$ cat config.mk
export PLATFORM = sky130hd
export DESIGN_NAME = occ_top
export DESIGN_NICKNAME = d
export VERILOG_FILES = /design/src/core/occ_pkg.sv /design/src/core/occ_top.sv /design/src/core/occ_sync.sv /design/src/core/occ_unlock.sv
export VERILOG_INCLUDE_DIRS = /design/src /design/src/core
export SDC_FILE = /design/constraint.sdc
export NUM_CORES = 1
export LEC_CHECK = 0
export CORE_MARGIN = 2
export CORE_UTILIZATION = 57
export CTS_CLUSTER_DIAMETER = 150
export DETAILED_ROUTE_END_ITERATION = 10
export DONT_BUFFER_PORTS = 1
export PLACE_DENSITY = 0.84
export SLEW_MARGIN = 20
export SYNTH_ARGS = -nofsm -noshare
export SYNTH_HDL_FRONTEND = slang
export SYNTH_HIERARCHICAL = 1
export SYNTH_SLANG_ARGS = --single-unit
$ cat constraint.sdc
create_clock -name clk -period 2.99 [get_ports clk]
set_input_delay 0.598 -clock clk [delete_from_list [all_inputs] [get_ports clk]]
set_output_delay 0.598 -clock clk [all_outputs]
set_load 0.03 [all_outputs]
$ cat src/core/occ_cfg.svh
/*
 * Offsets, field positions, codes, keys and timing for the oscillator
 * group select control. Assumes inclusion by bare name from core/.
 */
`ifndef OCC_CFG_SVH
`define OCC_CFG_SVH

// ----------------------------------------------------------------------
// Register indices on the special function register port
// ----------------------------------------------------------------------
`define OCC_IDX_CTRL 2'h0
`define OCC_IDX_TRIM 2'h1
`define OCC_IDX_CFG 2'h2

// ----------------------------------------------------------------------
// Control and trim register fields
// ----------------------------------------------------------------------
`define OCC_ACT_MSB 14
`define OCC_ACT_LSB 12
`define OCC_REQ_MSB 10
`define OCC_REQ_LSB 8
`define OCC_DIV_MSB 7
`define OCC_DIV_LSB 6
`define OCC_LOCK_BIT 5
`define OCC_FAIL_BIT 3
`define OCC_LPEN_BIT 1
`define OCC_SWREQ_BIT 0
`define OCC_TRIM_MSB 3
`define OCC_TRIM_RST 4'h0

// ----------------------------------------------------------------------
// Configuration word fields
// ----------------------------------------------------------------------
`define OCC_CFG_SM_MSB 15
`define OCC_CFG_SM_LSB 14
`define OCC_CFG_START_MSB 10
`define OCC_CFG_START_LSB 8
`define OCC_CFG_VAR_MSB 4
`define OCC_CFG_VAR_LSB 0
`define OCC_CFG_MASK 24'h00c71f

// ----------------------------------------------------------------------
// Source group codes, unlock keys, divider limits, timing
// ----------------------------------------------------------------------
`define OCC_GRP_PLL 3'h7
`define OCC_GRP_EXT 3'h3
`define OCC_GRP_SLOWRC 3'h2
`define OCC_GRP_FASTRC 3'h1
`define OCC_GRP_SECXTAL 3'h0
`define OCC_KEY_LO_A 8'h46
`define OCC_KEY_LO_B 8'h57
`define OCC_KEY_HI_A 8'h78
`define OCC_KEY_HI_B 8'h9a
`define OCC_DIV_LIM_1 6'h00
`define OCC_DIV_LIM_4 6'h03
`define OCC_DIV_LIM_16 6'h0f
`define OCC_DIV_LIM_64 6'h3f
`define OCC_GATE_TIME_NS 16
`define OCC_CLK_PERIOD_NS 8

`endif

$ cat src/core/occ_pkg.sv
/*
 * Types of the oscillator group select control: switch states and the
 * bundles carried on the ports. Assumes nothing of its surroundings.
 */
package occ_pkg;

    typedef enum logic [3:0] {
        ST_IDLE = 4'h1,
        ST_START = 4'h2,
        ST_STOP = 4'h4,
        ST_SWAP = 4'h8
    } occ_state_e;

    typedef struct packed {
        logic wr;
        logic [1:0] idx;
        logic [1:0] be;
        logic [15:0] wdata;
    } occ_sfr_req_s;

    typedef struct packed {
        logic pll_locked;
        logic fail_detect;
        logic new_ready;
        logic bor;
    } occ_osc_stat_s;

    typedef struct packed {
        logic [2:0] source_group;
        logic [4:0] primary_variant;
        logic [2:0] start_group;
        logic start_new;
        logic stop_old;
        logic [1:0] divider;
        logic lowpower_en;
        logic [3:0] trim;
        logic fail_trap;
        logic output_divider_select_tick;
    } occ_osc_ctrl_s;

endpackage

$ cat src/core/occ_top.sv
/*
 * Oscillator group select control: control, trim and configuration
 * registers, guarded writes, glitch-free switch sequencing, clock-fail
 * response and the output postscaler tick.
 * Assumes the analog side reports lock, failure, new-source readiness
 * and brown-out as asynchronous levels, and the configuration word is
 * stable whenever a power-on or brown-out load occurs.
 */
// Summary of operation
// - Active group field, read-only, bits 14-12
// - Active group loads from startup config
// - Completed switch copies requested into active
// - Clock failure forces active to fast RC
// - Requested group bits 10-8, config-initialised
// - PLL/external variant from primary config
// - Divider bits 7-6: 1, 4, 16, 64
// - Bit 5 shows PLL lock
// - Fail flag sticky until software clears or a config reload
// - Bit 1 enables secondary low-power oscillator
// - Bit 0 requests switch, clears when done
// - Control bits 15,11,4,2 read zero
// - Four-bit signed fast RC trim, reset zero
// - Trim bits 15-4 read zero
// - Config word holds three fields, rest zero
// - Low byte needs keys 0x46, 0x57
// - High byte needs keys 0x78, 0x9A
// - Failure: fast RC, flag set, request cleared
// - Config 1x disables switching and monitor
`timescale 1ns/10ps
`include "occ_cfg.svh"
module occ_top
    import occ_pkg::*;
#(
    parameter int GATE_CYCLES =
        (`OCC_GATE_TIME_NS + `OCC_CLK_PERIOD_NS - 1) / `OCC_CLK_PERIOD_NS
) (
    input wire logic clk,
    input wire logic reset_n,
    input wire logic clk_en,
    input wire logic [23:0] cfg_word,
    input occ_sfr_req_s sfr_req,
    input occ_osc_stat_s osc_stat,
    output logic [23:0] rd_data,
    output occ_osc_ctrl_s osc_ctrl
);
    if (GATE_CYCLES < 1 || GATE_CYCLES > 255) begin : g_bad
        $error("occ_top: GATE_CYCLES must lie in 1..255");
    end

    // ------------------------------------------------------------------
    // Reset release and input synchronisers
    // ------------------------------------------------------------------
    // The reset copy is not frozen by clk_en so release never stalls
    logic rst_meta_r;
    logic rst_n_r;
    always_ff @(posedge clk or negedge reset_n) begin
        if (!reset_n) begin
            rst_meta_r <= 1'b0;
            rst_n_r <= 1'b0;
        end else begin
            rst_meta_r <= 1'b1;
            rst_n_r <= rst_meta_r;
        end
    end

    occ_osc_stat_s stat_s;
    occ_sync #(.WIDTH(4)) u_sync (
        .clk(clk),
        .rst_n(rst_n_r),
        .ce(clk_en),
        .din(osc_stat),
        .dout(stat_s)
    );

    // ------------------------------------------------------------------
    // Configuration capture
    // ------------------------------------------------------------------
    logic init_pend_r;
    logic reload;
    logic [23:0] cfg_r;
    logic switch_en;
    logic monitor_en;

    assign reload = init_pend_r || stat_s.bor;
    assign switch_en = !cfg_r[`OCC_CFG_SM_MSB];
    assign monitor_en = (cfg_r[`OCC_CFG_SM_MSB:`OCC_CFG_SM_LSB] == 2'b00);

    // Fuse value caught after release, never under the async reset
    always_ff @(posedge clk or negedge rst_n_r) begin
        if (!rst_n_r) begin
            init_pend_r <= 1'b1;
            cfg_r <= 24'h000000;
        end else if (clk_en) begin
            init_pend_r <= 1'b0;
            if (reload) begin
                cfg_r <= cfg_word & `OCC_CFG_MASK;
            end
        end
    end

    // ------------------------------------------------------------------
    // Register writes and unlock
    // ------------------------------------------------------------------
    logic wr_ctrl;
    logic lo_wr;
    logic hi_wr;
    logic lo_open;
    logic hi_open;
    logic lo_commit;
    logic hi_commit;
    logic trim_wr;

    assign wr_ctrl = sfr_req.wr && (sfr_req.idx == `OCC_IDX_CTRL);
    assign lo_wr = wr_ctrl && sfr_req.be[0];
    assign hi_wr = wr_ctrl && sfr_req.be[1];
    assign lo_commit = lo_wr && lo_open;
    assign hi_commit = hi_wr && hi_open;
    assign trim_wr = sfr_req.wr && (sfr_req.idx == `OCC_IDX_TRIM) && sfr_req.be[0];

    occ_unlock #(.KEY_A(`OCC_KEY_LO_A), .KEY_B(`OCC_KEY_LO_B)) u_unlock_lo (
        .clk(clk),
        .rst_n(rst_n_r),
        .ce(clk_en),
        .wr(lo_wr),
        .data(sfr_req.wdata[7:0]),
        .open(lo_open)
    );

    occ_unlock #(.KEY_A(`OCC_KEY_HI_A), .KEY_B(`OCC_KEY_HI_B)) u_unlock_hi (
        .clk(clk),
        .rst_n(rst_n_r),
        .ce(clk_en),
        .wr(hi_wr),
        .data(sfr_req.wdata[15:8]),
        .open(hi_open)
    );

    // ------------------------------------------------------------------
    // Clock-fail detection
    // ------------------------------------------------------------------
    logic fail_d_r;
    logic fail_evt;
    assign fail_evt = monitor_en && stat_s.fail_detect && !fail_d_r && !reload;

    always_ff @(posedge clk or negedge rst_n_r) begin
        if (!rst_n_r) begin
            fail_d_r <= 1'b0;
        end else if (clk_en) begin
            fail_d_r <= stat_s.fail_detect;
        end
    end

    // ------------------------------------------------------------------
    // Switch sequencer
    // ------------------------------------------------------------------
    occ_state_e state_r;
    logic [7:0] gate_cnt_r;
    logic swreq_r;

    // Old clock is held stopped for GATE_CYCLES before the swap
    always_ff @(posedge clk or negedge rst_n_r) begin
        if (!rst_n_r) begin
            state_r <= ST_IDLE;
            gate_cnt_r <= 8'h00;
        end else if (clk_en) begin
            if (reload || fail_evt) begin
                state_r <= ST_IDLE;
            end else begin
                case (state_r)
                    ST_IDLE: begin
                        if (swreq_r && switch_en) begin
                            state_r <= ST_START;
                        end
                    end
                    ST_START: begin
                        if (!swreq_r) begin
                            state_r <= ST_IDLE;
                        end else if (stat_s.new_ready) begin
                            state_r <= ST_STOP;
                            gate_cnt_r <= 8'(GATE_CYCLES - 1);
                        end
                    end
                    ST_STOP: begin
                        if (!swreq_r) begin
                            state_r <= ST_IDLE;
                        end else if (gate_cnt_r == 8'h00) begin
                            state_r <= ST_SWAP;
                        end else begin
                            gate_cnt_r <= gate_cnt_r - 8'h01;
                        end
                    end
                    ST_SWAP: begin
                        state_r <= ST_IDLE;
                    end
                    default: begin
                        state_r <= ST_IDLE;
                    end
                endcase
            end
        end
    end

    // ------------------------------------------------------------------
    // Control register state
    // ------------------------------------------------------------------
    logic [2:0] active_r;
    logic [2:0] requested_r;
    logic [1:0] divider_r;
    logic fail_flag_r;
    logic lpen_r;
    logic [3:0] trim_r;

    always_ff @(posedge clk or negedge rst_n_r) begin
        if (!rst_n_r) begin
            active_r <= `OCC_GRP_FASTRC;
        end else if (clk_en) begin
            if (reload) begin
                active_r <= cfg_word[`OCC_CFG_START_MSB:`OCC_CFG_START_LSB];
            end else if (fail_evt) begin
                active_r <= `OCC_GRP_FASTRC;
            end else if (state_r == ST_SWAP) begin
                active_r <= requested_r;
            end
        end
    end

    always_ff @(posedge clk or negedge rst_n_r) begin
        if (!rst_n_r) begin
            requested_r <= `OCC_GRP_FASTRC;
        end else if (clk_en) begin
            if (reload) begin
                requested_r <= cfg_word[`OCC_CFG_START_MSB:`OCC_CFG_START_LSB];
            end else if (hi_commit) begin
                requested_r <= sfr_req.wdata[`OCC_REQ_MSB:`OCC_REQ_LSB];
            end
        end
    end

    // Hardware clears beat a software set in the same cycle
    always_ff @(posedge clk or negedge rst_n_r) begin
        if (!rst_n_r) begin
            swreq_r <= 1'b0;
        end else if (clk_en) begin
            if (reload || fail_evt || state_r == ST_SWAP) begin
                swreq_r <= 1'b0;
            end else if (lo_commit) begin
                swreq_r <= sfr_req.wdata[`OCC_SWREQ_BIT] && switch_en;
            end
        end
    end

    // A failure in the clearing cycle keeps the flag set
    always_ff @(posedge clk or negedge rst_n_r) begin
        if (!rst_n_r) begin
            fail_flag_r <= 1'b0;
        end else if (clk_en) begin
            if (reload) begin
                fail_flag_r <= 1'b0;
            end else if (fail_evt) begin
                fail_flag_r <= 1'b1;
            end else if (lo_commit && !sfr_req.wdata[`OCC_FAIL_BIT]) begin
                fail_flag_r <= 1'b0;
            end
        end
    end

    always_ff @(posedge clk or negedge rst_n_r) begin
        if (!rst_n_r) begin
            divider_r <= 2'h0;
            lpen_r <= 1'b0;
        end else if (clk_en && lo_commit) begin
            divider_r <= sfr_req.wdata[`OCC_DIV_MSB:`OCC_DIV_LSB];
            lpen_r <= sfr_req.wdata[`OCC_LPEN_BIT];
        end
    end

    always_ff @(posedge clk or negedge rst_n_r) begin
        if (!rst_n_r) begin
            trim_r <= `OCC_TRIM_RST;
        end else if (clk_en && trim_wr) begin
            trim_r <= sfr_req.wdata[`OCC_TRIM_MSB:0];
        end
    end

    // ------------------------------------------------------------------
    // Postscaler tick
    // ------------------------------------------------------------------
    logic [5:0] div_cnt_r;
    logic [5:0] div_lim;
    logic tick_nxt;

    always_comb begin
        case (divider_r)
            2'h0: div_lim = `OCC_DIV_LIM_1;
            2'h1: div_lim = `OCC_DIV_LIM_4;
            2'h2: div_lim = `OCC_DIV_LIM_16;
            default: div_lim = `OCC_DIV_LIM_64;
        endcase
    end
    assign tick_nxt = (div_cnt_r >= div_lim);

    always_ff @(posedge clk or negedge rst_n_r) begin
        if (!rst_n_r) begin
            div_cnt_r <= 6'h00;
        end else if (clk_en) begin
            div_cnt_r <= tick_nxt ? 6'h00 : div_cnt_r + 6'h01;
        end
    end

    // ------------------------------------------------------------------
    // Read data and outputs
    // ------------------------------------------------------------------
    logic [23:0] rd_data_r;
    occ_osc_ctrl_s osc_ctrl_r;
    logic prim_grp;
    assign prim_grp = (active_r == `OCC_GRP_PLL) || (active_r == `OCC_GRP_EXT);

    always_ff @(posedge clk or negedge rst_n_r) begin
        if (!rst_n_r) begin
            rd_data_r <= 24'h000000;
        end else if (clk_en) begin
            case (sfr_req.idx)
                `OCC_IDX_CTRL: rd_data_r <= {8'h00, 1'b0, active_r, 1'b0, requested_r,
                    divider_r, stat_s.pll_locked, 1'b0, fail_flag_r, 1'b0,
                    lpen_r, swreq_r};
                `OCC_IDX_TRIM: rd_data_r <= {20'h00000, trim_r};
                `OCC_IDX_CFG: rd_data_r <= cfg_r;
                default: rd_data_r <= 24'h000000;
            endcase
        end
    end

    // Variant bits only matter for PLL and external groups
    always_ff @(posedge clk or negedge rst_n_r) begin
        if (!rst_n_r) begin
            osc_ctrl_r <= '0;
        end else if (clk_en) begin
            osc_ctrl_r.source_group <= active_r;
            osc_ctrl_r.primary_variant <= prim_grp ?
                cfg_r[`OCC_CFG_VAR_MSB:`OCC_CFG_VAR_LSB] : 5'h00;
            osc_ctrl_r.start_group <= requested_r;
            osc_ctrl_r.start_new <= (state_r != ST_IDLE);
            osc_ctrl_r.stop_old <= (state_r == ST_STOP) || (state_r == ST_SWAP);
            osc_ctrl_r.divider <= divider_r;
            osc_ctrl_r.lowpower_en <= lpen_r;
            osc_ctrl_r.trim <= trim_r;
            osc_ctrl_r.fail_trap <= fail_evt;
            osc_ctrl_r.output_divider_select_tick <= tick_nxt;
        end
    end

    assign rd_data = rd_data_r;
    assign osc_ctrl = osc_ctrl_r;
endmodule

$ cat src/core/occ_sync.sv
/*
 * Three-stage input synchroniser, one per bit. Assumes inputs come from
 * outside the clk domain; the output moves only once stages two and
 * three agree.
 */
`timescale 1ns/10ps
module occ_sync #(
    parameter int WIDTH = 4
) (
    input wire logic clk,
    input wire logic rst_n,
    input wire logic ce,
    input wire logic [WIDTH-1:0] din,
    output logic [WIDTH-1:0] dout
);
    if (WIDTH < 1) begin : g_bad
        $error("occ_sync: WIDTH must be at least 1");
    end

    for (genvar i = 0; i < WIDTH; i++) begin : g_bit
        logic s1_r;
        logic s2_r;
        logic s3_r;
        logic out_r;
        always_ff @(posedge clk or negedge rst_n) begin
            if (!rst_n) begin
                s1_r <= 1'b0;
                s2_r <= 1'b0;
                s3_r <= 1'b0;
                out_r <= 1'b0;
            end else if (ce) begin
                s1_r <= din[i];
                s2_r <= s1_r;
                s3_r <= s2_r;
                if (s2_r == s3_r) begin
                    out_r <= s3_r;
                end
            end
        end
        assign dout[i] = out_r;
    end
endmodule

$ cat src/core/occ_unlock.sv
/*
 * Two-key unlock for one byte lane. Assumes wr pulses once per byte
 * write on this lane; open is high for the single cycle after the keys.
 */
`timescale 1ns/10ps
module occ_unlock #(
    parameter logic [7:0] KEY_A = 8'h00,
    parameter logic [7:0] KEY_B = 8'h00
) (
    input wire logic clk,
    input wire logic rst_n,
    input wire logic ce,
    input wire logic wr,
    input wire logic [7:0] data,
    output logic open
);
    logic armed_r;
    logic open_r;

    // Any other access in between breaks the sequence
    always_ff @(posedge clk or negedge rst_n) begin
        if (!rst_n) begin
            armed_r <= 1'b0;
            open_r <= 1'b0;
        end else if (ce) begin
            armed_r <= wr && (data == KEY_A);
            open_r <= wr && armed_r && (data == KEY_B);
        end
    end

    assign open = open_r;
endmodule

Word-level counts from Yosys, hierarchy flattened
Index checks and enable logic that the tools add are counted.
{ "op_classes": {"n_addsub": 2, "magnitude_cmp": 1, "n_eq_ne": 26, "n_mux": 26, "bitwise": 1, "reduce_logical": 50} }
{ "op_table": {"columns": ["op", "n"], "rows": [
  ["case mux 16 bit (3 select lines)", 1],
  ["two-way mux 8 bit", 4],
  ["== test 8 x 7 -> 1 bit (second input constant)", 3],
  ["two-way mux 4 bit", 6],
  ["logical AND 1 bit", 21],
  ["case mux 6 bit (3 select lines)", 1],
  ["AND reduction 2 bit", 9],
  ["case mux 8 bit (2 select lines)", 1],
  ["two-way mux 3 bit", 5],
  ["case mux 4 bit (3 select lines)", 1],
  ["== test 8 bit (second input constant)", 1],
  ["zero test 8 bit", 1],
  ["subtractor 8 x 1 -> 8 bit (second input constant)", 1],
  ["AND reduction 7 bit", 1],
  ["adder 6 x 1 -> 6 bit (second input constant)", 1],
  [">= comparator 6 bit", 1],
  ["zero test 2 bit", 3],
  ["two-way mux 6 bit", 1],
  ["!= test 2 bit (second input constant)", 3],
  ["nonzero test 2 bit", 3],
  ["nonzero test 3 bit", 2],
  ["logical OR 1 bit", 5],
  ["two-way mux 1 bit", 5],
  ["two-way mux 5 bit", 1],
  ["other kinds (17)", 25]
]} }
{ "word_totals": {"regBits": 113, "out_inout_bits": 46, "elab_cells": 152} }

Longest topological paths before layout
Gate-level depths: netlist (run 1).
{ "logic_depth": {"depth_word": 8, "ltp_mapped": 8, "depth_no_buf": 8} }

Cells and area by module
Netlist (run 1), hierarchy kept.
{ "by_module_without_submodules": {"columns": ["mod", "instances", "cells_per_inst", "area_each_um2"], "rows": [
  ["occ_top", 1, 366, 3953.8],
  ["occ_sync", 1, 46, 674.4],
  ["occ_unlock at u_unlock_hi", 1, 11, 111.4],
  ["occ_unlock at u_unlock_lo", 1, 9, 110.1]
]} }

Worst setup path after synthesis (run 1)
Ideal clock, no wire load.
{ "synth_path": {"path_type": "reg2reg", "from": "reg state_r[1]", "to": "reg gate_cnt_r[4]", "setup_ps": 122, "t_arrival_ps": 1879, "t_required_ps": 2868, "path_slack_ps": 989, "stages_incl_launch_ff": 7, "period_less_slack_ps": 2001, "cell_sequence": "dfrtp_1 or4b_1 buf_6 o2111a_2 nor2b_4 buf_6 a32o_1"} }
{ "synth_via": {"elab_chain_cells": 3} }
{ "synth_lines": {"columns": ["element", "line_no", "text"], "rows": [
  ["from (decl)", "occ_top.sv:156", "occ_state_e state_r;"],
  ["from (signal assigned)", "occ_top.sv:163", "state_r <= ST_IDLE;"],
  ["from (signal assigned)", "occ_top.sv:167", "state_r <= ST_IDLE;"],
  ["from (signal assigned)", "occ_top.sv:172", "state_r <= ST_START;"],
  ["== test 4 x 2 -> 1 bit or == test 4 x 3 -> 1 bit (tied branches)", "occ_top.sv:169", "case (state_r)"],
  ["!= test 2 x 1 -> 1 bit (no source line) (tied with other cells)", null, null],
  ["AND reduction 7 bit (no source line)", null, null],
  ["to (signal assigned)", "occ_top.sv:180", "gate_cnt_r <= 8'(GATE_CYCLES - 1);"],
  ["to (signal assigned)", "occ_top.sv:189", "gate_cnt_r <= gate_cnt_r - 8'h01;"],
  ["to (decl)", "occ_top.sv:157", "logic [7:0] gate_cnt_r;"]
]} }
Several ways; a longest one is shown, not always the timed one.
A chain may end at the register's enable or synchronous reset.

Final worst setup path (run 1)
{ "layout_path": {"from": "reg state_r[1]", "to": "reg state_r[1]"} }
{ "layout_via": {"elab_chain_cells": 3} }
{ "layout_lines": {"columns": ["element", "line_no"], "rows": [
  ["== test 4 x 2 -> 1 bit (tied with other cells)", "occ_top.sv:169"],
  ["!= test 4 x 3 -> 1 bit (no source line) (tied with other cells)", null],
  ["AND reduction 4 bit (no source line) or two-way mux 4 bit (tied branches)", null]
]} }
Several ways; a longest one is shown, not always the timed one.

==> metrics list, run 1 <==
* Total global routing track utilization: a little under a quarter
* Required time of the worst setup path: 3.24 ns
* Total chip power: 3.90 mW
- Share of the clock period used by the worst path: 75.2%
- Largest family of logic cells by synthesized area: simple AND/OR/NAND/NOR gates
* Post-synth top cells: 100 x dfrtp_1, 39 x mux2_2, 35 x nand2_1
- The via count of the first global-routing pass was between 3,000 and 4,000.
* Xor and xnor fraction of the mapped netlist area: less than 1%
* Slew margin rel.: 49.8%
- The count of endpoints failing hold in the final timing report was 0.
* Portion of netlist area occupied by mux cells: 10.7%
- Max-cap violations in this run came to 0.
* Area taken by flip-flops and latches: 2610 um2
- Critical Path Max Stage Delay: 0.76 ns
* Row count: 33
* P_int: 2.57 mW
- Port-buffer cells: 0
- Number of library cell types mapped by synthesis: 54
- Gr busiest metal: met2
- For this design the top-level I/O count stands at between 90 and 100.
- Bufs on Longest Clock Path: 2
* Adder-cell share of the synthesized area: under 10%
* Placeable core region: roughly 8200 um2
- The synthesized design spends more area on one cell type than any other, namely dfrtp_1.
- Final-stage net count: a little under 500
- Avg Vias per Cell: around 6.0
* Run status: complete, no violations
* Number of design-rule violations left by the first detailed-router iteration: 191
* Grt met2 use: 36.1%
- The most used flip-flop cell after synthesis is dfrtp_1.
* Clock power share: 24.5%
- From left edge to right edge, the die measures between 90 and 100 um.
- In the final layout, the share of cells above drive strength 1 is 17.9%.
- Sequential power share: around 57%
- Setup TNS: 0 ns
* CP max-delay cell: or4b_1
- Counting flops with a built-in enable in the synthesized netlist gives 0.
* Worst Clk Skew: roughly 0.013 ns
- Most common cell in the netlist: dfrtp_1
- Counting tap cells, the placed design contains a total of slightly above 500 instances.
* Cell area power density: 766 nW/um2
* Insertion delay of the later-clocked pin in the worst-skew pair: around 0.36 ns
- The repair_antennas step left the layout with diodes totalling 0.
- Number of antenna violations at the first check in global routing: 0
- The first detailed-routing pass took 4 iterations.
- Time the worst path needs with I/O delays and setup: about 2.2 ns
* FF+latch count, synth: 104
- Dividing the synthesized area by the synthesized cell count gives 11.2 um2.
* Logic gate share of total power: between 10% and 20%
- The number of max-slew violations in the final report is 0.
* Slew @ Worst Pin: 0.753 ns
* Netlist area before placement: about 4800 um2
- CTS tree: built
- The signal on the critical path passes through or4b_1 > nor4_2 > a221oi_2 > o21a_1 > mux2_2.
- After Yosys synthesis, and, or, nand and nor cells account for 13.8% of the synthesized area.
* DRC violation count after routing: 0
- The first global-routing pass estimated 16,100 um of wire.
- The tree is rooted in a clkbuf_8.
* Leakage dissipation: 2.27 nW
- In the final routed layout, each cell accounts on average for 18.1 um.
* Post-CTS setup buffer count: 0
* Die ar.: 9260 um2
- Number of CTS-inserted buffers: 9
- Detailed routing inserted a total of 3,198 vias.
- Maximum number of pins on one net before global-route repair: between 80 and 90
* Sink count of the clock tree: 104
- From synthesis to final layout, the design area changed by 5.08%.
* Arrival time worst endpoint: 2.50 ns
* Met3 track demand over resource in global routing: about 8%
* Share of the synthesized area in compound gates (AO/OA/AOI/OAI): around an eighth
- Number of fillers in the final layout: roughly 640
- Max H-tree Level: 3
* Half-perimeter wire length after detailed placement: 6970 um
- IR analysis of the VDD net gives a maximum drop of 491 uV.
* Global-route track usage on met1: 30.9%
* Worst Hold Class: input pin to register
- Final Routed Wirelength: 9720 um
* RSZ-0062 raised after global routing: false
- Starting Density: 59.0%
- The Yosys step of the flow raised 6 warnings.
- Crit Path Category: register to register
* Max Freq: 0.445 GHz
- Multi-input logic area: 2010 um2
- Die span in y: 96.2 um
- Fin cells: about 540
- Type of element launching the critical path: register
* Post-placement setup slack: 0.766 ns
- Setup violations remaining at the end of the flow were counted as 0.
- Routability Congestion: 0.831
- Net switching is 34.2% of the power.
- Final antenna-violating net count: 0
- Of all flip-flops after synthesis, the portion carrying an async set or reset was 100%.
- Highest fanout seen on the critical path: 10
- Leftover overflow at the end of global routing: 0
- Clock-pin slew was measured on the worst setup and hold paths at 0.10 ns.
- Top-area cell type share of the netlist area: ~52%
- Seq/Total Area, Yosys: 53.8%
- Worst setup EP type: register
* Mapped Cells: 432
- Sorting the synthesized cells by area gives the leading types as dfrtp_1 52%, mux2_2 9.1%, o2bb2ai_1 3.1%, nand2_1 2.7%, o21ai_0 2.7%.
* Switching power: 1.34 mW
* Final setup slack of the worst path: between 0.7 and 0.8 ns
==> layout make-up <==
class | instances | area share (%)
Multi-Input combinational cell | 287 | 39.5
Inverter | 20 | 1.47
Clock buffer | 10 | 2.50
Sequential cell | 104 | 51.2
Clock inverter | 6 | 1.82
Tap cell | 105 | 2.58
Timing Repair Buffer | 4 | 0.884
==> per-stage QoR <==
stage	hold slack, ns	utilization [%]	area [um2]
after floorplan	0.302	-	4880
after global placement	0.302	59.2	4870
after detailed placement	0.302	59.2	4870
after CTS	0.254	62.0	5100
after global routing	0.252	62.0	5100
final	0.276	62.0	5100
==> critical path: cells and delay by family (launching register included) <==
kind	cells	cell delay [ns]
AOI/OAI and AO/OA	2	0.33
DFF	1	0.46
muxes	1	0.28
and+or+nand+nor	2	1.08
==> timing repair <==
item	in CTS	in global routing
hold buffers	1	0
hold endpoints to repair	2	0
gates resized for setup	0	0
==> layout by cell type, fill, tap and decap left out, drive strengths merged, types with 6 or more instances in the layout <==
| master | netlist | routed |
|---|---|---|
| o21ai | 27 | 27 |
| nor2b | 6 | 6 |
| o2bb2ai | 17 | 17 |
| ha | 9 | 9 |
| inv | 20 | 22 |
| nand2b | 10 | 10 |
| clkbuf | 10 | 10 |
| mux2 | 39 | 39 |
| nand2 | 35 | 35 |
| nor2 | 28 | 28 |
| a22o | 7 | 7 |
| nand3 | 10 | 10 |
| a21oi | 16 | 16 |
| dfrtp | 100 | 100 |
| a21o | 8 | 8 |
| and3 | 7 | 7 |
| mux2i | 8 | 8 |
| conb | 2 | 10 |
==> cells by family (layout without fill, tap and decap cells) <==
| group | count (synthesis) | count (layout) |
|---|---|---|
| AND/OR/NAND/NOR | 125 | 125 |
| buffers and inverters | 49 | 40 |
| other | 2 | 10 |
| AO/OA/AOI/OAI | 93 | 93 |
| adder cells (fa/ha/maj) | 9 | 9 |
| multiplexers | 47 | 47 |
| XOR/XNOR | 3 | 3 |
| flip-flops | 104 | 104 |
==> routing by layer <==
layer / vias to the layer above / routed length (um) / share of wire (%)
li1: 1491 / - / -
met1: 1593 / 4320 / 44
met2: 108 / 4580 / 47
met3: 6 / 755 / 7.8
met4: 0 / 70 / 0.72
met5: - / 0 / 0
==> registers in the layout (all words and copies together) (netlist names), 6 cells and up <==
register	count
osc_ctrl	22
rd_data	15
cfg_r	10
gate_cnt_r	8
div_cnt_r	6
==> power groups by stage <==
stage	clock network (mW)	registers [mW]	logic (mW)
6_report	0.955	2.24	0.702
5_1_grt	1.04	2.29	0.793
4_1_cts	0.971	2.24	0.707
3_5_place_dp	0	2.27	0.701
3_3_place_gp	0	2.25	0.660
2_1_floorplan	0	2.17	0.630
==> worst paths after layout <==
check                           startpoint  depth (start not counted)       endpoint  slack (ns)
worst max-delay path            state_r[1]                          5     state_r[1]        0.74
worst min-delay path                clk_en                          1    init_pend_r        0.28
worst max register to register  state_r[1]                          5     state_r[1]        0.74
worst min register to register  rst_meta_r                          0        rst_n_r        0.37
max in group asynchronous          rst_n_r                          1    active_r[0]        1.86
min in group asynchronous          rst_n_r                          0  gate_cnt_r[2]        0.39
Note: power is estimated with default switching activity, not from simulation.
==> run 2: changes to the inputs <==
Settings changed: CORE_UTILIZATION 57 to 63, PLACE_DENSITY 0.84 to 0.88.
Clock period 2.99 ns to 2.2 ns, I/O delays scaled along.
==> metrics list, run 2 (synthesized netlist as in run 1, its figures left out) <==
* Run status: complete, no violations
* Final Routed Wirelength: between 10,000 and 15,000 um
* Post-CTS setup buffer count: 0
- Row count: 31
- Time the worst path needs with I/O delays and setup: ~2.1 ns
* Logic depth of the worst setup path including buffers: 5
- Summing all multi-input logic gate instances after layout gives around 2000 um2.
- The worst setup path is captured at a register.
- In this run the static leakage power is 2.31 nW.
- DRC violation count after routing: 0
- Slew margin rel.: around two thirds
* Synthesis-to-finish area growth: 6.09%
- In this run the tool buffered the top-level ports with 0 buffer cells.
- Vias in the first global route: 3,418
- Post-detailed-route wirelength per cell: 18.7 um
- Cell count of the worst reg-to-reg path: 5
- After floorplanning, the core was sized to cover roughly 7400 um2.
- In this run the worst setup path terminates at state_r[3].
- Flip-flop count of the largest register after layout: 22
- Share of the clock period used by the worst path: 94.8%
- Dividing total power by cell area gives a power density of around 1100 nW/um2.
* Insertion delay of the later-clocked pin in the worst-skew pair: 0.36 ns
- For this block, the via count after detailed routing is 3,318.
- Final antenna-violating net count: 0
* Critical path origin: state_r[0]
* Number of max-slew violations in the final report: 0
- Half-perimeter wire length after detailed placement: 7030 um
- Number of buffers and inverters on the critical path: 0
- Die ar.: 8420 um2
- Measured along the y axis, the die boundary spans 91.7 um.
* Register-to-register setup slack: around 0.12 ns
- Arrival time worst endpoint: 2.33 ns
- For this run the aggregate overflow at the end of global routing stands at 0.
- Area taken by flip-flops and latches: 2610 um2
* Worst Hold Class: input pin to register
* CTS root buf: clkbuf_8
- Commonest non-fill, non-tap cell in the layout: dfrtp_1
- Timing analysis after detailed placement gives a worst setup slack of about 0.13 ns.
- Highest fanout seen on the critical path: 8
- Walking the worst path, the cells encountered are or4b_2 > a21oi_1 > a221oi_2 > o21a_1 > mux2_2.
- Entering global routing, the biggest net connects 83 pins.
- Commonest cells after routing, fill and taps aside: 99 x dfrtp_1, 39 x mux2_2, 35 x nand2_1
* Total global routing track utilization: 24.9%
- After the first detailed-routing iteration, the DRC count stood at 272.
- Bufs on Longest Clock Path: 2
- The net count of the finished layout is around 490.
- Setup slack on the critical path of the routed design comes to 0.115 ns.
- Endpoints failing setup: 0
* Sink count of the clock tree: 104
* Final hold violation count: 0
* Slew @ Worst Pin: 0.517 ns
- Critical Path Max Stage Delay: roughly 0.64 ns
* Routability Congestion: 0.877
* Top Ports: 98
* CP max-delay cell: or4b_2
- Fraction of layout cells with a size suffix above 1: 19.3%
* Number of CTS-inserted buffers: 9
- Reg-to-reg critical path startpoint: state_r[0]
- Router iterations before antenna repair: 4
- CTS tree: built
- Setup TNS: 0 ns
- Number of fillers in the final layout: 509
* Avg Vias per Cell: 6.20
- RSZ-0062 raised after global routing: false
* Number of antenna violations at the first check in global routing: 0
* End of the worst register-to-register path: state_r[3]
- By startpoint and endpoint, the worst setup path is classified as register to register.
- The clock arrives with 0.0114 ns of skew.
- 0 antenna diodes ended up in the layout.
* Worst ir drop on vdd: ~690 uV
- In this design, the largest share of critical-path delay is due to simple AND/OR/NAND/NOR gates.
- Die extent in x: 91.7 um
* Max H-tree Level: 3
* Clock transition time at the flip-flop clock pins of the worst setup and hold paths: 0.11 ns
- Type of element launching the critical path: register
- Wire length of the first global-routing pass: 16,700 um
- Max capacitance violation total: 0
- Max Freq: 0.480 GHz
- Once the floorplan was initialized, standard cells occupied between 60% and 70% of the core.
- Required time of the worst setup path: 2.45 ns
==> run 2: cell count changes in the layout (fill, tap and decap cells not counted), sizes merged <==
cell,before,now
buf,3,8
inv,22,23
clkinv,1,0
==> run 2: layout make-up <==
type	count	share of cell area [%]
tap	99	2.41
timing repair buffer	9	1.61
clock buffer	10	2.68
clock inverter	6	1.87
inverter	20	1.46
sequential	104	50.8
multi-input combinational	287	39.2
==> run 2: worst min path at each step <==
stage | startpoint | endpoint | slack [ns] | cells past startpoint
global route | clk_en | init_pend_r | 0.09 | 1
detailed placement | reset_n | rst_meta_r | 0.14 | 0
finish | clk_en | init_pend_r | 0.11 | 1
CTS | clk_en | init_pend_r | 0.09 | 1
floorplan | reset_n | rst_meta_r | 0.14 | 0
global placement | reset_n | rst_meta_r | 0.14 | 0
==> run 2: metrics by stage <==
step           area, um2  total power [mW]  cells  util (%)  hold WS (ns)
5_1_grt             5140              5.68    535      69.8        0.0902
6_report            5140              5.41    535      69.8         0.110
3_3_place_gp        4900              3.98    518      66.4         0.144
3_5_place_dp        4900              4.07    518      66.4         0.144
2_1_floorplan       4880              3.81    440         -         0.144
4_1_cts             5140              5.43    535      69.7        0.0897
==> run 2: layer usage <==
layer / part of all wire, % / vias up / global-route usage, %
met5: 0 / - / 0
met4: 2.1 / 0 / 8.58
met3: 7.2 / 20 / 6.49
met2: 48 / 117 / 39.5
met1: 43 / 1678 / 33.6
li1: - / 1503 / -
==> run 2: report_power, final <==
part | internal, mW | switching, mW | total (mW)
logic | 0.513 | 0.494 | 1.01
clock network | 0.689 | 0.672 | 1.36
registers | 2.34 | 0.700 | 3.04
==> run 2: what timing repair did <==
item,4_1_cts,5_1_grt
gates resized for setup,0,2
hold buffers,1,0
hold endpoints to repair,2,0
setup endpoints to repair,0,3
==> run 3: changes to the inputs <==
Settings changed: ABC_AREA set to 1.
==> metrics list, run 3 <==
- Run status: complete, no violations
- In this run the worst path has a maximum fanout of 4.
- Number of design-rule violations left by the first detailed-router iteration: between 300 and 400
- Number of gates resized after CTS: 0
* Worst Clk Skew: 0.00666 ns
* Top post-synthesis cells by area: dfrtp_1 50%, nand2_1 15%, inv_1 5.3%, nor2_1 3.8%, o21ai_0 3.7%
- Critical Path Max Stage Delay: 0.43 ns
- Cells with a size suffix above 1 make up a little under a tenth of the layout.
- The H-tree was split into 3 levels.
* Slew @ Worst Pin: 0.516 ns
- Starting Density: 65.0%
- Buffers placed on the I/O ports in this run total 0.
- The most numerous cell type found on the critical path is nor2_1.
* Endpoints failing setup: 0
- In this run the power density over the cells is 958 nW/um2.
* Flip-flop count of the largest register after layout: 22
- After synthesis, the mean cell area works out to ~8.2 um2.
- Required time of the worst setup path: 2.50 ns
* Mapped Cells: 618
- Clock latency on the worst-skew pair, taken at its later pin, is 0.37 ns.
* Placeable core region: 7770 um2
- Leftover overflow at the end of global routing: 0
- Share of the clock period used by the worst path: about four fifths
- Bufs on Longest Clock Path: 2
* Number of enable-type register cells in the synthesized netlist: 0
- Hold slack final: 0.106 ns
- Register-to-register setup slack: 0.46 ns
* Commonest cells after routing, fill and taps aside: 196 x nand2_1, 99 x dfrtp_1, 72 x inv_1
- Sink count of the clock tree: about 100
- Synthesis instantiated 39 different standard cells from the library.
* Number of CTS-inserted buffers: 9
- Clock transition time at the flip-flop clock pins of the worst setup and hold paths: approximately 0.09 ns
- Diodes inserted: 0
- Crit Path Category: register to register
* Half-perimeter wire length after detailed placement: 7710 um
* Row count: 32
- In this run the count of I/O pins placed on the die edge is 98.
- Worst ir drop on vdd: around 480 uV
- Counting both buffers and inverters, the worst setup path holds a total of 2.
- Number of antenna violations at the first check in global routing: 0
- Number of max-slew violations in the final report: 0
- The floorplan step set the die width to roughly 94 um.
- The tool flagged a number of max-cap violations equal to 0.
- Summed over all failing endpoints, the final setup total negative slack is 0 ns.
* Type of element launching the critical path: register
- Entering global routing, the biggest net connects 74 pins.
- CTS root buf: clkbuf_8
- Leaving out fill and tap cells, the most frequent cell in the layout is nand2_1.
- The largest individual stage delay along the critical path comes from the cell dfrtp_1.
- Among all cell types in the netlist, the one instantiated most often is nand2_1.
- Dividing the detail-routed via count by the number of cells gives 5.47.
- CTS tree: built
* Asr flop ratio synth: between 90% and 100%
* Vias in the first global route: 3,862
* Max Freq: 0.574 GHz
- RSZ-0062 raised after global routing: false
* Time the worst path needs with I/O delays and setup: 1.74 ns
- The congestion estimate from routability-driven global placement came to between 0.8 and 0.9.
* Area leader, netlist: dfrtp_1
* Die ar.: 8750 um2
- For this block, the routed nets add up to 10,500 um of wire.
- For the worst setup path, the data arrival time is 2.04 ns.
- Leakage dissipation: roughly 2.7 nW
- Via count: between 3,000 and 4,000
- From synthesis to final layout, the design area changed by 3.96%.
- The pre-antenna-repair detailed-routing pass consisted of 5 iterations.
- Top-area cell type share of the netlist area: between 40% and 50%
- STA classifies the critical path endpoint as a register.
* Die span in y: 93.6 um
- Worst Hold Class: input pin to register
* Post-synth top cells: 196 x nand2_1, 100 x dfrtp_1, 72 x inv_1
- Yosys warning count: 6
- Top_reg_cell synth: dfrtp_1
* Wire length of the first global-routing pass: 17,900 um
- Family with the most delay on the worst path: simple AND/OR/NAND/NOR gates
- Chain of cells forming the critical path: nor2_1 > inv_1 > ha_1 > inv_1 > nand2_1 > nand2_1 > a21oi_1 > nor3_1 > nor2_1 > nor2_1
* Slew margin rel.: around 65%
- Final antenna-violating net count: 0
- Total global routing track utilization: between 20% and 30%
- Final-stage net count: 675
* Seq/Total Area, Yosys: 51.6%
* DRC violation count after routing: 0
- FF+latch count, synth: 104
- Netlist area before placement: 5050 um2
- Post-detailed-route wirelength per cell: 14.6 um
- The count of endpoints failing hold in the final timing report came to 0.
-- run 3: changes by cell type in the layout (fill, tap and decap cells not counted), moves of 10 or more --
cell / previous run / this run
inv_1: 20 / 72
mux2_2: 39 / 4
nand2_1: 35 / 196
nand2b_1: 10 / 0
nand3_1: 10 / 32
nor2_1: 28 / 51
o21ai_0: 25 / 37
o2bb2ai_1: 17 / 0
-- run 3: where the power goes --
group	total (mW)	internal [mW]	leakage, nW	switching [mW]
Combinational	1.05	0.391	1.31	0.655
Sequential	2.96	2.34	1.31	0.623
Clock	1.03	0.398	0.0769	0.628
Total	5.03	3.13	2.70	1.91
-- run 3: layout make-up --
cell class / count / area (um2)
clock buffer: 9 / 124
clock inverter: 6 / 37.5
fill: 625 / 2510
inverter: 77 / 292
multi-input combinational: 417 / 2010
sequential: 104 / 2610
tap: 102 / 128
timing repair buffer: 5 / 52.6
-- run 3: timing repair --
action	in CTS	in global routing
hold buffers	1	0
setup buffers	0	0
hold endpoints to repair	2	0
-- run 3: path summary, 6_finish.rpt --
check	start	end	cells past startpoint
max in group asynchronous	rst_n_r	osc_ctrl[18]	1
hold / removal	clk_en	init_pend_r	1
setup / recovery	divider_r[0]	div_cnt_r[3]	10
setup reg to reg	divider_r[0]	div_cnt_r[3]	10
min in group asynchronous	rst_n_r	u_sync/g_bit[0].s2_r	0
hold reg to reg	rst_n_r	u_sync/g_bit[0].s2_r	0
-- run 3: cells by family after synthesis --
group	Yosys count	synth area share, %
AOI/OAI and AO/OA	81	9.24
muxes	4	0.891
DFF	104	51.6
and+or+nand+nor	308	25.8
other	2	0.149
adders and majority gates	9	2.23
buffers and inverters	105	9.24
xor gates and xnor gates	5	0.867
-- run 3: metrics by stage --
stage	instance area [um2]	util, %	worst slack [ns]	std cells	total power [mW]
after floorplan	5080	-	0.460	626	3.78
after global placement	5080	65.4	0.493	704	3.94
after detailed placement	5080	65.4	0.469	704	4.03
after CTS	5250	67.6	0.452	720	5.05
after global routing	5250	67.6	0.293	720	5.36
final	5250	67.6	0.457	720	5.03
-- run 3: per-layer routing --
layer	vias up	track usage (%)	part of all wire (%)
met4	0	10.5	2.2
met5	-	0	0
met1	1866	33.5	41
met3	21	6.85	7.3
li1	1907	-	-
met2	142	42.6	49
